$ cat src/design/slasc_pkg.sv
// shared constants and types for the lane align and sync control block
package slasc_pkg;
	localparam int LANES = 4;
	// ------------------------------------------------------------
	// register offsets
	// ------------------------------------------------------------
	localparam logic [4:0] REG_LOCK_MODE = 5'h02;
	localparam logic [4:0] REG_MAN_LOCK_10 = 5'h03;
	localparam logic [4:0] REG_MAN_LOCK_32 = 5'h04;
	localparam logic [4:0] REG_CLK_ALIGN = 5'h05;
	localparam logic [4:0] REG_DESCRAMBLE = 5'h06;
	localparam logic [4:0] REG_ILA_CTRL = 5'h07;
	localparam logic [4:0] REG_ALIGN_MODE = 5'h08;
	localparam logic [4:0] REG_MAN_ALIGN_01 = 5'h09;
	localparam logic [4:0] REG_MAN_ALIGN_23 = 5'h0A;
	localparam logic [4:0] REG_ERR_SELECT = 5'h0B;
	localparam logic [4:0] REG_SYNC_MODE = 5'h0C;
	localparam logic [4:0] REG_POLARITY = 5'h0D;
	localparam int REG_FIRST = 2;
	localparam int REG_LAST = 13;
	// ------------------------------------------------------------
	// reset values
	// ------------------------------------------------------------
	localparam logic [7:0] RST_DEFAULT = 8'h00;
	localparam logic [7:0] RST_ILA_CTRL = 8'h83;
	localparam logic [7:0] RST_RDATA = 8'h00;
	// ------------------------------------------------------------
	// field positions
	// ------------------------------------------------------------
	localparam int LOCK_SR_BIT = 0;
	localparam int LOCK_SEL_LSB = 4;
	localparam int SWAP_LSB = 4;
	localparam int EDGE_LSB = 0;
	localparam int SCR_MAN_LSB = 4;
	localparam int SCR_FORCE_LSB = 0;
	localparam int ILA_MODE_BIT = 7;
	localparam int ILA_TRIG_LSB = 5;
	localparam int ILA_START_LSB = 2;
	localparam int ILA_EN_BIT = 1;
	localparam int SCR_EN_BIT = 0;
	localparam int ALIGN_DYN_BIT = 1;
	localparam int ALIGN_FORCE_BIT = 0;
	localparam int ERR_CTRL_UP_LSB = 6;
	localparam int ERR_CTRL_LO_LSB = 4;
	localparam int ERR_CODE_UP_LSB = 2;
	localparam int ERR_CODE_LO_LSB = 0;
	localparam int SYNC_REINIT_LSB = 5;
	localparam int SYNC_POLARITY_BIT = 4;
	localparam int SYNC_SEL_LSB = 0;
	localparam int NIB = 4;
	// ------------------------------------------------------------
	// codes
	// ------------------------------------------------------------
	localparam logic [3:0] SYNC_FIXED_ONE = 4'hA;
	localparam logic [2:0] REINIT_NEVER = 3'h7;
	localparam logic [2:0] A_COUNT_MAX = 3'h4;
	localparam logic [3:0] MASK_ALL = 4'hF;
	localparam logic [3:0] MASK_LOW = 4'h3;
	localparam logic [3:0] MASK_HIGH = 4'hC;

	typedef enum logic [2:0] {
		ILA_WAIT = 3'b001,
		ILA_COUNT = 3'b010,
		ILA_DONE = 3'b100
	} slasc_ila_t;

	typedef struct packed {
		logic divided_clock;
		logic [7:0] align_input;
		logic [3:0] auto_lock_pos;
		logic locked;
		logic a_symbol;
		logic [3:0] auto_delay;
		logic misaligned;
		logic unexpected_ctrl;
		logic code_error;
		logic lane_reset;
		logic lane_sync;
	} slasc_lane_in_t;

	typedef struct packed {
		logic [7:0] data;
		logic data_valid;
		logic [3:0] word_pos;
		logic descramble_on;
		logic [3:0] align_delay;
	} slasc_lane_out_t;

	typedef struct packed {
		logic wr;
		logic rd;
		logic [4:0] addr;
		logic [7:0] wdata;
	} slasc_reg_req_t;

	typedef struct packed {
		logic [REG_LAST:REG_FIRST][7:0] regs;
		logic [3:0] prev_div;
		slasc_lane_out_t [3:0] lane_out;
		logic [3:0][2:0] a_cnt;
		slasc_ila_t [1:0] ila_st;
		logic [1:0] ila_aligned;
		logic [1:0] ila_strobe;
		logic [1:0] ctrl_err_trig;
		logic [1:0] code_err_trig;
		logic reinit_request;
		logic sync_out;
		logic [7:0] rdata;
	} slasc_state_t;
endpackage

$ cat src/design/slasc_top.sv
// lane front end: alignment, sync combining and their control registers
`timescale 1ns/1ps
`default_nettype none
module slasc_top (
	input wire logic ref_clk,
	input wire logic rst_n,
	input wire slasc_pkg::slasc_reg_req_t reg_req,
	input wire slasc_pkg::slasc_lane_in_t [3:0] lane_in,
	output logic [7:0] reg_rdata,
	output slasc_pkg::slasc_lane_out_t [3:0] lane_out,
	output logic [1:0] ila_aligned,
	output logic [1:0] ila_strobe,
	output logic [1:0] ctrl_err_trig,
	output logic [1:0] code_err_trig,
	output logic reinit_request,
	output logic sync_out
);
	slasc_pkg::slasc_state_t q;
	slasc_pkg::slasc_state_t next_q;

	function automatic logic [7:0] slasc_reverse(input logic [7:0] b);
		logic [7:0] r;
		r = '0;
		for (int i = 0; i < 8; i++) begin
			r[i] = b[7 - i];
		end
		return r;
	endfunction

	function automatic logic slasc_pair_sel(input logic [1:0] code,
		input logic lo, input logic hi);
		logic r;
		r = 1'b0;
		case (code)
			2'b00: r = lo | hi;
			2'b01: r = lo & hi;
			2'b10: r = lo;
			default: r = hi;
		endcase
		return r;
	endfunction

	// ------------------------------------------------------------
	// configuration fields
	// ------------------------------------------------------------
	logic [7:0] c_lock, c_ca, c_scr, c_ila, c_align, c_err, c_sync, c_pol;
	assign c_lock = q.regs[slasc_pkg::REG_LOCK_MODE];
	assign c_ca = q.regs[slasc_pkg::REG_CLK_ALIGN];
	assign c_scr = q.regs[slasc_pkg::REG_DESCRAMBLE];
	assign c_ila = q.regs[slasc_pkg::REG_ILA_CTRL];
	assign c_align = q.regs[slasc_pkg::REG_ALIGN_MODE];
	assign c_err = q.regs[slasc_pkg::REG_ERR_SELECT];
	assign c_sync = q.regs[slasc_pkg::REG_SYNC_MODE];
	assign c_pol = q.regs[slasc_pkg::REG_POLARITY];

	logic [3:0] locked, rst_v, sync_v, unexp_v, nit_v, edge_v;
	logic sr_write;
	always_comb begin
		for (int l = 0; l < slasc_pkg::LANES; l++) begin
			locked[l] = lane_in[l].locked;
			rst_v[l] = lane_in[l].lane_reset;
			sync_v[l] = lane_in[l].lane_sync;
			unexp_v[l] = lane_in[l].unexpected_ctrl;
			nit_v[l] = lane_in[l].code_error;
			edge_v[l] = c_ca[slasc_pkg::EDGE_LSB + l] ?
				(lane_in[l].divided_clock & ~q.prev_div[l]) :
				(~lane_in[l].divided_clock & q.prev_div[l]);
		end
	end
	// soft reset on write of one
	assign sr_write = reg_req.wr && reg_req.addr == slasc_pkg::REG_LOCK_MODE &&
		reg_req.wdata[slasc_pkg::LOCK_SR_BIT];

	// ------------------------------------------------------------
	// next state
	// ------------------------------------------------------------
	always_comb begin
		logic [7:0] byte_v;
		logic [3:0] mask;
		logic [2:0] need;
		logic [2:0] start;
		logic start_ok;
		logic reached;
		logic sync_term;
		logic [3:0] lidx;
		byte_v = '0;
		mask = '0;
		need = '0;
		start = '0;
		start_ok = 1'b0;
		reached = 1'b0;
		sync_term = 1'b0;
		lidx = '0;
		next_q = q;
		next_q.ila_strobe = '0;
		// register port
		if (reg_req.wr && reg_req.addr >= 5'(slasc_pkg::REG_FIRST) &&
			reg_req.addr <= 5'(slasc_pkg::REG_LAST)) begin
			next_q.regs[reg_req.addr] = reg_req.wdata;
		end
		if (reg_req.rd) begin
			if (reg_req.addr >= 5'(slasc_pkg::REG_FIRST) &&
				reg_req.addr <= 5'(slasc_pkg::REG_LAST)) begin
				next_q.rdata = q.regs[reg_req.addr];
			end else begin
				next_q.rdata = slasc_pkg::RST_RDATA;
			end
		end
		// per-lane datapath
		for (int l = 0; l < slasc_pkg::LANES; l++) begin
			next_q.prev_div[l] = lane_in[l].divided_clock;
			next_q.lane_out[l].data_valid = edge_v[l];
			if (edge_v[l]) begin
				byte_v = c_ca[slasc_pkg::SWAP_LSB + l] ?
					slasc_reverse(lane_in[l].align_input) :
					lane_in[l].align_input;
				next_q.lane_out[l].data = c_pol[l] ? ~byte_v : byte_v;
			end
			next_q.lane_out[l].word_pos = c_lock[slasc_pkg::LOCK_SEL_LSB + l] ?
				q.regs[slasc_pkg::REG_MAN_LOCK_10 + (l >> 1)][(l % 2) * 4 +: 4] :
				lane_in[l].auto_lock_pos;
			next_q.lane_out[l].descramble_on =
				c_scr[slasc_pkg::SCR_FORCE_LSB + l] ?
				c_scr[slasc_pkg::SCR_MAN_LSB + l] :
				(lane_in[l].locked & c_ila[slasc_pkg::SCR_EN_BIT]);
			next_q.lane_out[l].align_delay = c_align[slasc_pkg::ALIGN_FORCE_BIT] ?
				q.regs[slasc_pkg::REG_MAN_ALIGN_01 + (l >> 1)][(l % 2) * 4 +: 4] :
				lane_in[l].auto_delay;
		end
		// inter-lane alignment, one machine per pair
		need = {1'b0, c_ila[slasc_pkg::ILA_TRIG_LSB +: 2]} + 3'h1;
		start = c_ila[slasc_pkg::ILA_START_LSB +: 3];
		for (int p = 0; p < 2; p++) begin
			mask = c_ila[slasc_pkg::ILA_MODE_BIT] ? slasc_pkg::MASK_ALL :
				(p == 0 ? slasc_pkg::MASK_LOW : slasc_pkg::MASK_HIGH);
			case (start)
				3'b000: start_ok = &(locked | ~mask);
				3'b001: start_ok = |(locked & mask);
				3'b010, 3'b011, 3'b100, 3'b101: begin
					lidx = 4'(start) - 4'h2;
					start_ok = locked[lidx[1:0]];
				end
				default: start_ok = 1'b0;
			endcase
			reached = 1'b1;
			for (int l = 0; l < slasc_pkg::LANES; l++) begin
				if (mask[l] && q.a_cnt[l] < need) begin
					reached = 1'b0;
				end
			end
			case (q.ila_st[p])
				slasc_pkg::ILA_WAIT: begin
					if (c_ila[slasc_pkg::ILA_EN_BIT] && start_ok) begin
						next_q.ila_st[p] = slasc_pkg::ILA_COUNT;
					end
				end
				slasc_pkg::ILA_COUNT: begin
					if (!c_ila[slasc_pkg::ILA_EN_BIT]) begin
						next_q.ila_st[p] = slasc_pkg::ILA_WAIT;
					end else if (reached) begin
						next_q.ila_st[p] = slasc_pkg::ILA_DONE;
						next_q.ila_strobe[p] = 1'b1;
					end
				end
				slasc_pkg::ILA_DONE: begin
					if (!c_ila[slasc_pkg::ILA_EN_BIT] ||
						(c_align[slasc_pkg::ALIGN_DYN_BIT] &&
						|(mask & {lane_in[3].misaligned, lane_in[2].misaligned,
						lane_in[1].misaligned, lane_in[0].misaligned}))) begin
						next_q.ila_st[p] = slasc_pkg::ILA_WAIT;
					end
				end
				default: next_q.ila_st[p] = slasc_pkg::ILA_WAIT;
			endcase
		end
		for (int l = 0; l < slasc_pkg::LANES; l++) begin
			if (q.ila_st[l >> 1] != slasc_pkg::ILA_COUNT) begin
				next_q.a_cnt[l] = '0;
			end else if (lane_in[l].a_symbol &&
				q.a_cnt[l] < slasc_pkg::A_COUNT_MAX) begin
				next_q.a_cnt[l] = q.a_cnt[l] + 3'h1;
			end
		end
		if (sr_write) begin
			next_q.ila_st = '{slasc_pkg::ILA_WAIT, slasc_pkg::ILA_WAIT};
			next_q.a_cnt = '0;
			next_q.ila_strobe = '0;
		end
		for (int p = 0; p < 2; p++) begin
			next_q.ila_aligned[p] = next_q.ila_st[p] == slasc_pkg::ILA_DONE;
		end
		next_q.ctrl_err_trig[0] = slasc_pair_sel(
			c_err[slasc_pkg::ERR_CTRL_LO_LSB +: 2], unexp_v[0], unexp_v[1]);
		next_q.ctrl_err_trig[1] = slasc_pair_sel(
			c_err[slasc_pkg::ERR_CTRL_UP_LSB +: 2], unexp_v[2], unexp_v[3]);
		next_q.code_err_trig[0] = slasc_pair_sel(
			c_err[slasc_pkg::ERR_CODE_LO_LSB +: 2], nit_v[0], nit_v[1]);
		next_q.code_err_trig[1] = slasc_pair_sel(
			c_err[slasc_pkg::ERR_CODE_UP_LSB +: 2], nit_v[2], nit_v[3]);
		case (c_sync[slasc_pkg::SYNC_REINIT_LSB +: 3])
			3'h0: next_q.reinit_request = |rst_v;
			3'h1: next_q.reinit_request = rst_v[0] | rst_v[1];
			3'h2: next_q.reinit_request = rst_v[2] | rst_v[3];
			3'h3: next_q.reinit_request = rst_v[0];
			3'h4: next_q.reinit_request = rst_v[1];
			3'h5: next_q.reinit_request = rst_v[2];
			3'h6: next_q.reinit_request = rst_v[3];
			default: next_q.reinit_request = 1'b0;
		endcase
		case (c_sync[slasc_pkg::SYNC_SEL_LSB +: 4])
			4'h0: sync_term = |sync_v;
			4'h1: sync_term = &sync_v;
			4'h2: sync_term = sync_v[0] | sync_v[1];
			4'h3: sync_term = sync_v[0] & sync_v[1];
			4'h4: sync_term = sync_v[2] | sync_v[3];
			4'h5: sync_term = sync_v[2] & sync_v[3];
			4'h6: sync_term = sync_v[0];
			4'h7: sync_term = sync_v[1];
			4'h8: sync_term = sync_v[2];
			4'h9: sync_term = sync_v[3];
			4'hA: sync_term = 1'b1;
			default: sync_term = 1'b0;
		endcase
		next_q.sync_out = c_sync[slasc_pkg::SYNC_POLARITY_BIT] ? sync_term :
			~sync_term;
	end

	always_ff @(posedge ref_clk or negedge rst_n) begin
		if (!rst_n) begin
			q <= '0;
			q.regs[slasc_pkg::REG_ILA_CTRL] <= slasc_pkg::RST_ILA_CTRL;
			q.ila_st <= '{slasc_pkg::ILA_WAIT, slasc_pkg::ILA_WAIT};
			q.sync_out <= 1'b1;
		end else begin
			q <= next_q;
		end
	end

	assign reg_rdata = q.rdata;
	assign lane_out = q.lane_out;
	assign ila_aligned = q.ila_aligned;
	assign ila_strobe = q.ila_strobe;
	assign ctrl_err_trig = q.ctrl_err_trig;
	assign code_err_trig = q.code_err_trig;
	assign reinit_request = q.reinit_request;
	assign sync_out = q.sync_out;
endmodule
`default_nettype wire

$ cat config.mk
export PLATFORM = sky130hd
export DESIGN_NAME = slasc_top
export DESIGN_NICKNAME = d
export VERILOG_FILES = /design/src/design/slasc_pkg.sv /design/src/design/slasc_top.sv
export SDC_FILE = /design/constraint.sdc
export NUM_CORES = 1
export LEC_CHECK = 0
export ABC_AREA = 0
export BUFFER_PORTS_ARGS = -buffer_cell sky130_fd_sc_hd__buf_2
export CAP_MARGIN = 0
export CORE_MARGIN = 10
export CORE_UTILIZATION = 47
export DETAILED_ROUTE_END_ITERATION = 16
export PLACE_DENSITY = 0.72
export SYNTH_ARGS = -nofsm -noshare
export SYNTH_HDL_FRONTEND = slang
export SYNTH_SLANG_ARGS = --single-unit
$ cat constraint.sdc
create_clock -name ref_clk -period 2.1 [get_ports ref_clk]
set_clock_uncertainty 0.2 [all_clocks]
set_input_delay 0.315 -clock ref_clk [delete_from_list [all_inputs] [get_ports ref_clk]]
set_output_delay 0.315 -clock ref_clk [all_outputs]
set_load 0.03 [all_outputs]
==> summary.md <==
| Metric | Value |
|---|---|
| Max reg flops | 72 |
| Clk Latency, worst-skew pair | 0.50 ns |
| Post-synth EDFFs | 0 |
| Largest net degree at the start of global routing | 52 |
| I/O pin count | 203 |
| TritonCTS clock tree | done |
| TritonCTS buffer count | 23 |
| Top cells by area, synth | dfrtp_1 47%, mux2_2 17%, buf_4 6.4% |
| Startpoint of the worst-slack reg-to-reg timing path | c_ila[6]$_DFFE_PN0P_ |
| Layout area overhead | 20.3% |
| Total grt overflow | 0 |
| Ys flop type | dfrtp_1 |
| Clock network power share | 30.3% |
| Post-Syn Instances | 858 |
| ANT cells | 0 |
| Arr. time, crit path | 2.15 ns |
| Root buffer cell | clkbuf_16 |
| Switching share of power | 32.7% |
| Die Ht | 171 microns |
| Crit Path Class | flop to flop |
| Detailed-route via count | 7244 |
| Vias per inst | 5.39 |
| Die ar. | 29100 sq um |
| Final worst path period share | 93.7% |
| Final hold slack | 0.0221 ns |
| Reg power frac | 41.0% |
| CP startpoint | c_ila[6]$_DFFE_PN0P_ |
| Syn Area/Cell | 12.4 sq um |
| Worst Max-Slew Pin Slew | 0.594 ns |
| Comb pwr share | 28.7% |
| Initial antenna violation count | 1 |
| GR Util All Layers | 18.0% |
| Slew headroom | 60.4% |
| Critical path destination | q[22]$_DFF_PN0_ |
| Post-synth ARST share | 100% |
| Final Hold Vio Count | 0 |
| Warnings, synthesis | 0 |
| Layout Nets | 1165 |
| Worst setup EP type | flop |
| Number of max-cap violations | 0 |
| Final WL | 26.8 mm |
| Post-route ant nets | 0 |
| Starting DRT DRC Count | 408 |
| Gpl congestion | 0.874 |
| Int Power | 9220 uW |
| Number of cell rows | 55 |
| Layout cells sized above 1 | 45.5% |
| Die width | 171 microns |
| Initial Utilization | 47.4% |
| First-pass GRT wire length | 41.9 mm |
| Reg2Reg Depth | 8 |
| Final setup viols | 0 |
| CTS max path bufs | 3 |
| Post-synth top cells | 202 x dfrtp_1, 165 x mux2_2, 91 x buf_4 |
| Yosys reg bits | 208 |
| Worst-path fanout max | 4 |
| Mapped Area | 10700 sq um |
| Critical Path Start Type | flop |
| Post-Syn Nets | 980 |
| Slew Limit Fails | 0 |
| RSZ-0062 raised after global routing | no |
| Netlist cell types | 63 |
| Pwr dens | 1070 nW/um^2 |
| Fill count | 1817 |
| Vias in the first global route | 7693 |
| Critical path required time | 2.29 ns |
| Most common cell in the synthesized netlist | dfrtp_1 |
| # DRC | 0 |
| Sink Count | 208 |
| Worst vdd ir | 0.000755 V |
| Reg2reg setup slack | 0.13 ns |
| Fin Setup TNS | 0 ns |
| Reg2reg end | q[22]$_DFF_PN0_ |
| Core ar. | 22500 sq um |
| Static leakage | 0.00591 uW |
| Routed wire per std cell | 20.0 microns |
| DP HPWL | 19.3 mm |
| H-tree depth | 1 |
| Synth area leader | dfrtp_1 |
| Sequential-to-total area share from yosys stat | 48.9% |
| Placed Area | 11400 sq um |
| Final Critical Period | 1.97 ns |
| I/O Buffers | 202 |
| Status | completed |
| HP Class | input pin to flop |
| Final Cell Area | 12800 sq um |
| Clock slew at reported path FFs | 0.06 ns |
| Pre-antenna DRT Iters | 5 |
| Fmax | 508 MHz |
| Psw | 4480 uW |
| Synth top area share | 47.4% |
==> layout by cell type, fill, tap and decap left out, types with 5 or more instances in the layout <==
cell	n
buf_2	201
mux2i_1	48
buf_4	21
mux4_2	16
a21oi_1	25
dlygate4sd3_1	56
nor2b_1	8
dfrtp_1	202
buf_12	5
mux2_2	165
clkbuf_16	23
ha_1	6
o21ai_0	16
nand3b_1	9
nor2_1	47
nand2_1	31
clkbuf_1	5
nand2b_1	12
clkbuf_8	6
o21ai_2	6
dfstp_2	6
o22ai_1	16
xnor2_1	37
inv_1	14
==> per-layer routing <==
layer | vias to the layer above | wire length [microns] | track usage [%]
met2 | 204 | 13700 | 31.3
met1 | 3672 | 11100 | 22.6
met3 | 31 | 1640 | 3.50
met4 | 2 | 415 | 4.27
li1 | 3335 | - | -
met5 | - | 11 | 0
==> critical path, cell delays in order (launching register included) <==
cell       delay [ns]
dfrtp_1          0.37
ha_2             0.20
inv_4            0.06
ha_1             0.31
nand2b_1         0.08
o2111ai_2        0.19
o21ai_2          0.10
a21o_1           0.20
a21o_1           0.16
==> metrics by stage <==
step | power (uW) | worst slack [ns] | cells | utilization, %
after floorplan | 8860 | 0.0681 | 858 | -
after global placement | 9390 | 0.0186 | 1246 | 50.7
after detailed placement | 9490 | -0.000638 | 1246 | 50.7
after CTS | 13800 | 0.0352 | 1344 | 56.8
after global routing | 14300 | 0.00414 | 1343 | 57.0
final | 13700 | 0.132 | 1343 | 57.0
==> power groups by stage <==
stage	combinational [uW]	sequential (uW)	clock, uW
after detailed placement	3810	5680	0
after floorplan	3500	5360	0
final	3930	5620	4150
after global placement	3740	5650	0
after global routing	4200	5750	4390
after CTS	3930	5620	4240
==> repair_timing <==
item	4_1_cts	5_1_grt
gates resized for setup	3	11
hold endpoints to repair	162	0
buffers inserted	0	2
pin swaps	0	5
endpoints found under the setup margin	3	8
hold buffers	58	0
==> layout make-up <==
class                   count  area (sq um)  area share [%]
clock inverters             7           114           0.888
flip-flops and latches    208          5210            40.7
multi-input cells         511          4580            35.7
repair buffers            284          1840            14.3
well taps                 285           357            2.78
inverters                  15          58.8           0.459
clock buffers              33           663            5.17
==> worst min-delay path by stage <==
stage / from / endpoint / slack (ns) / depth (start not counted)
floorplan: rst_n / c_align[0]$_DFFE_PN0P_ / -0.18 / 0
global placement: rst_n / ctrl_err_trig[0]$_DFF_PN0_ / 0.11 / 1
detailed placement: rst_n / lane_out[7]$_DFF_PN0_ / 0.11 / 1
CTS: lane_in[10] / lane_out[4]$_DFF_PN0_ / 0.004 / 3
global route: lane_in[10] / lane_out[4]$_DFF_PN0_ / 0.02 / 3
finish: lane_in[10] / lane_out[4]$_DFF_PN0_ / 0.02 / 3
==> cells by family (layout without fill, tap and decap cells) <==
group / Yosys count / after routing / synth area share [%]
AOI/OAI and AO/OA: 99 / 99 / 6.09
xor gates and xnor gates: 39 / 39 / 3.21
adders and majority gates: 9 / 9 / 1.06
buffers and inverters: 139 / 339 / 8.64
DFF: 208 / 208 / 48.9
muxes: 230 / 230 / 25.4
and+or+nand+nor: 134 / 134 / 6.65
(Power assumes the default switching activity.)
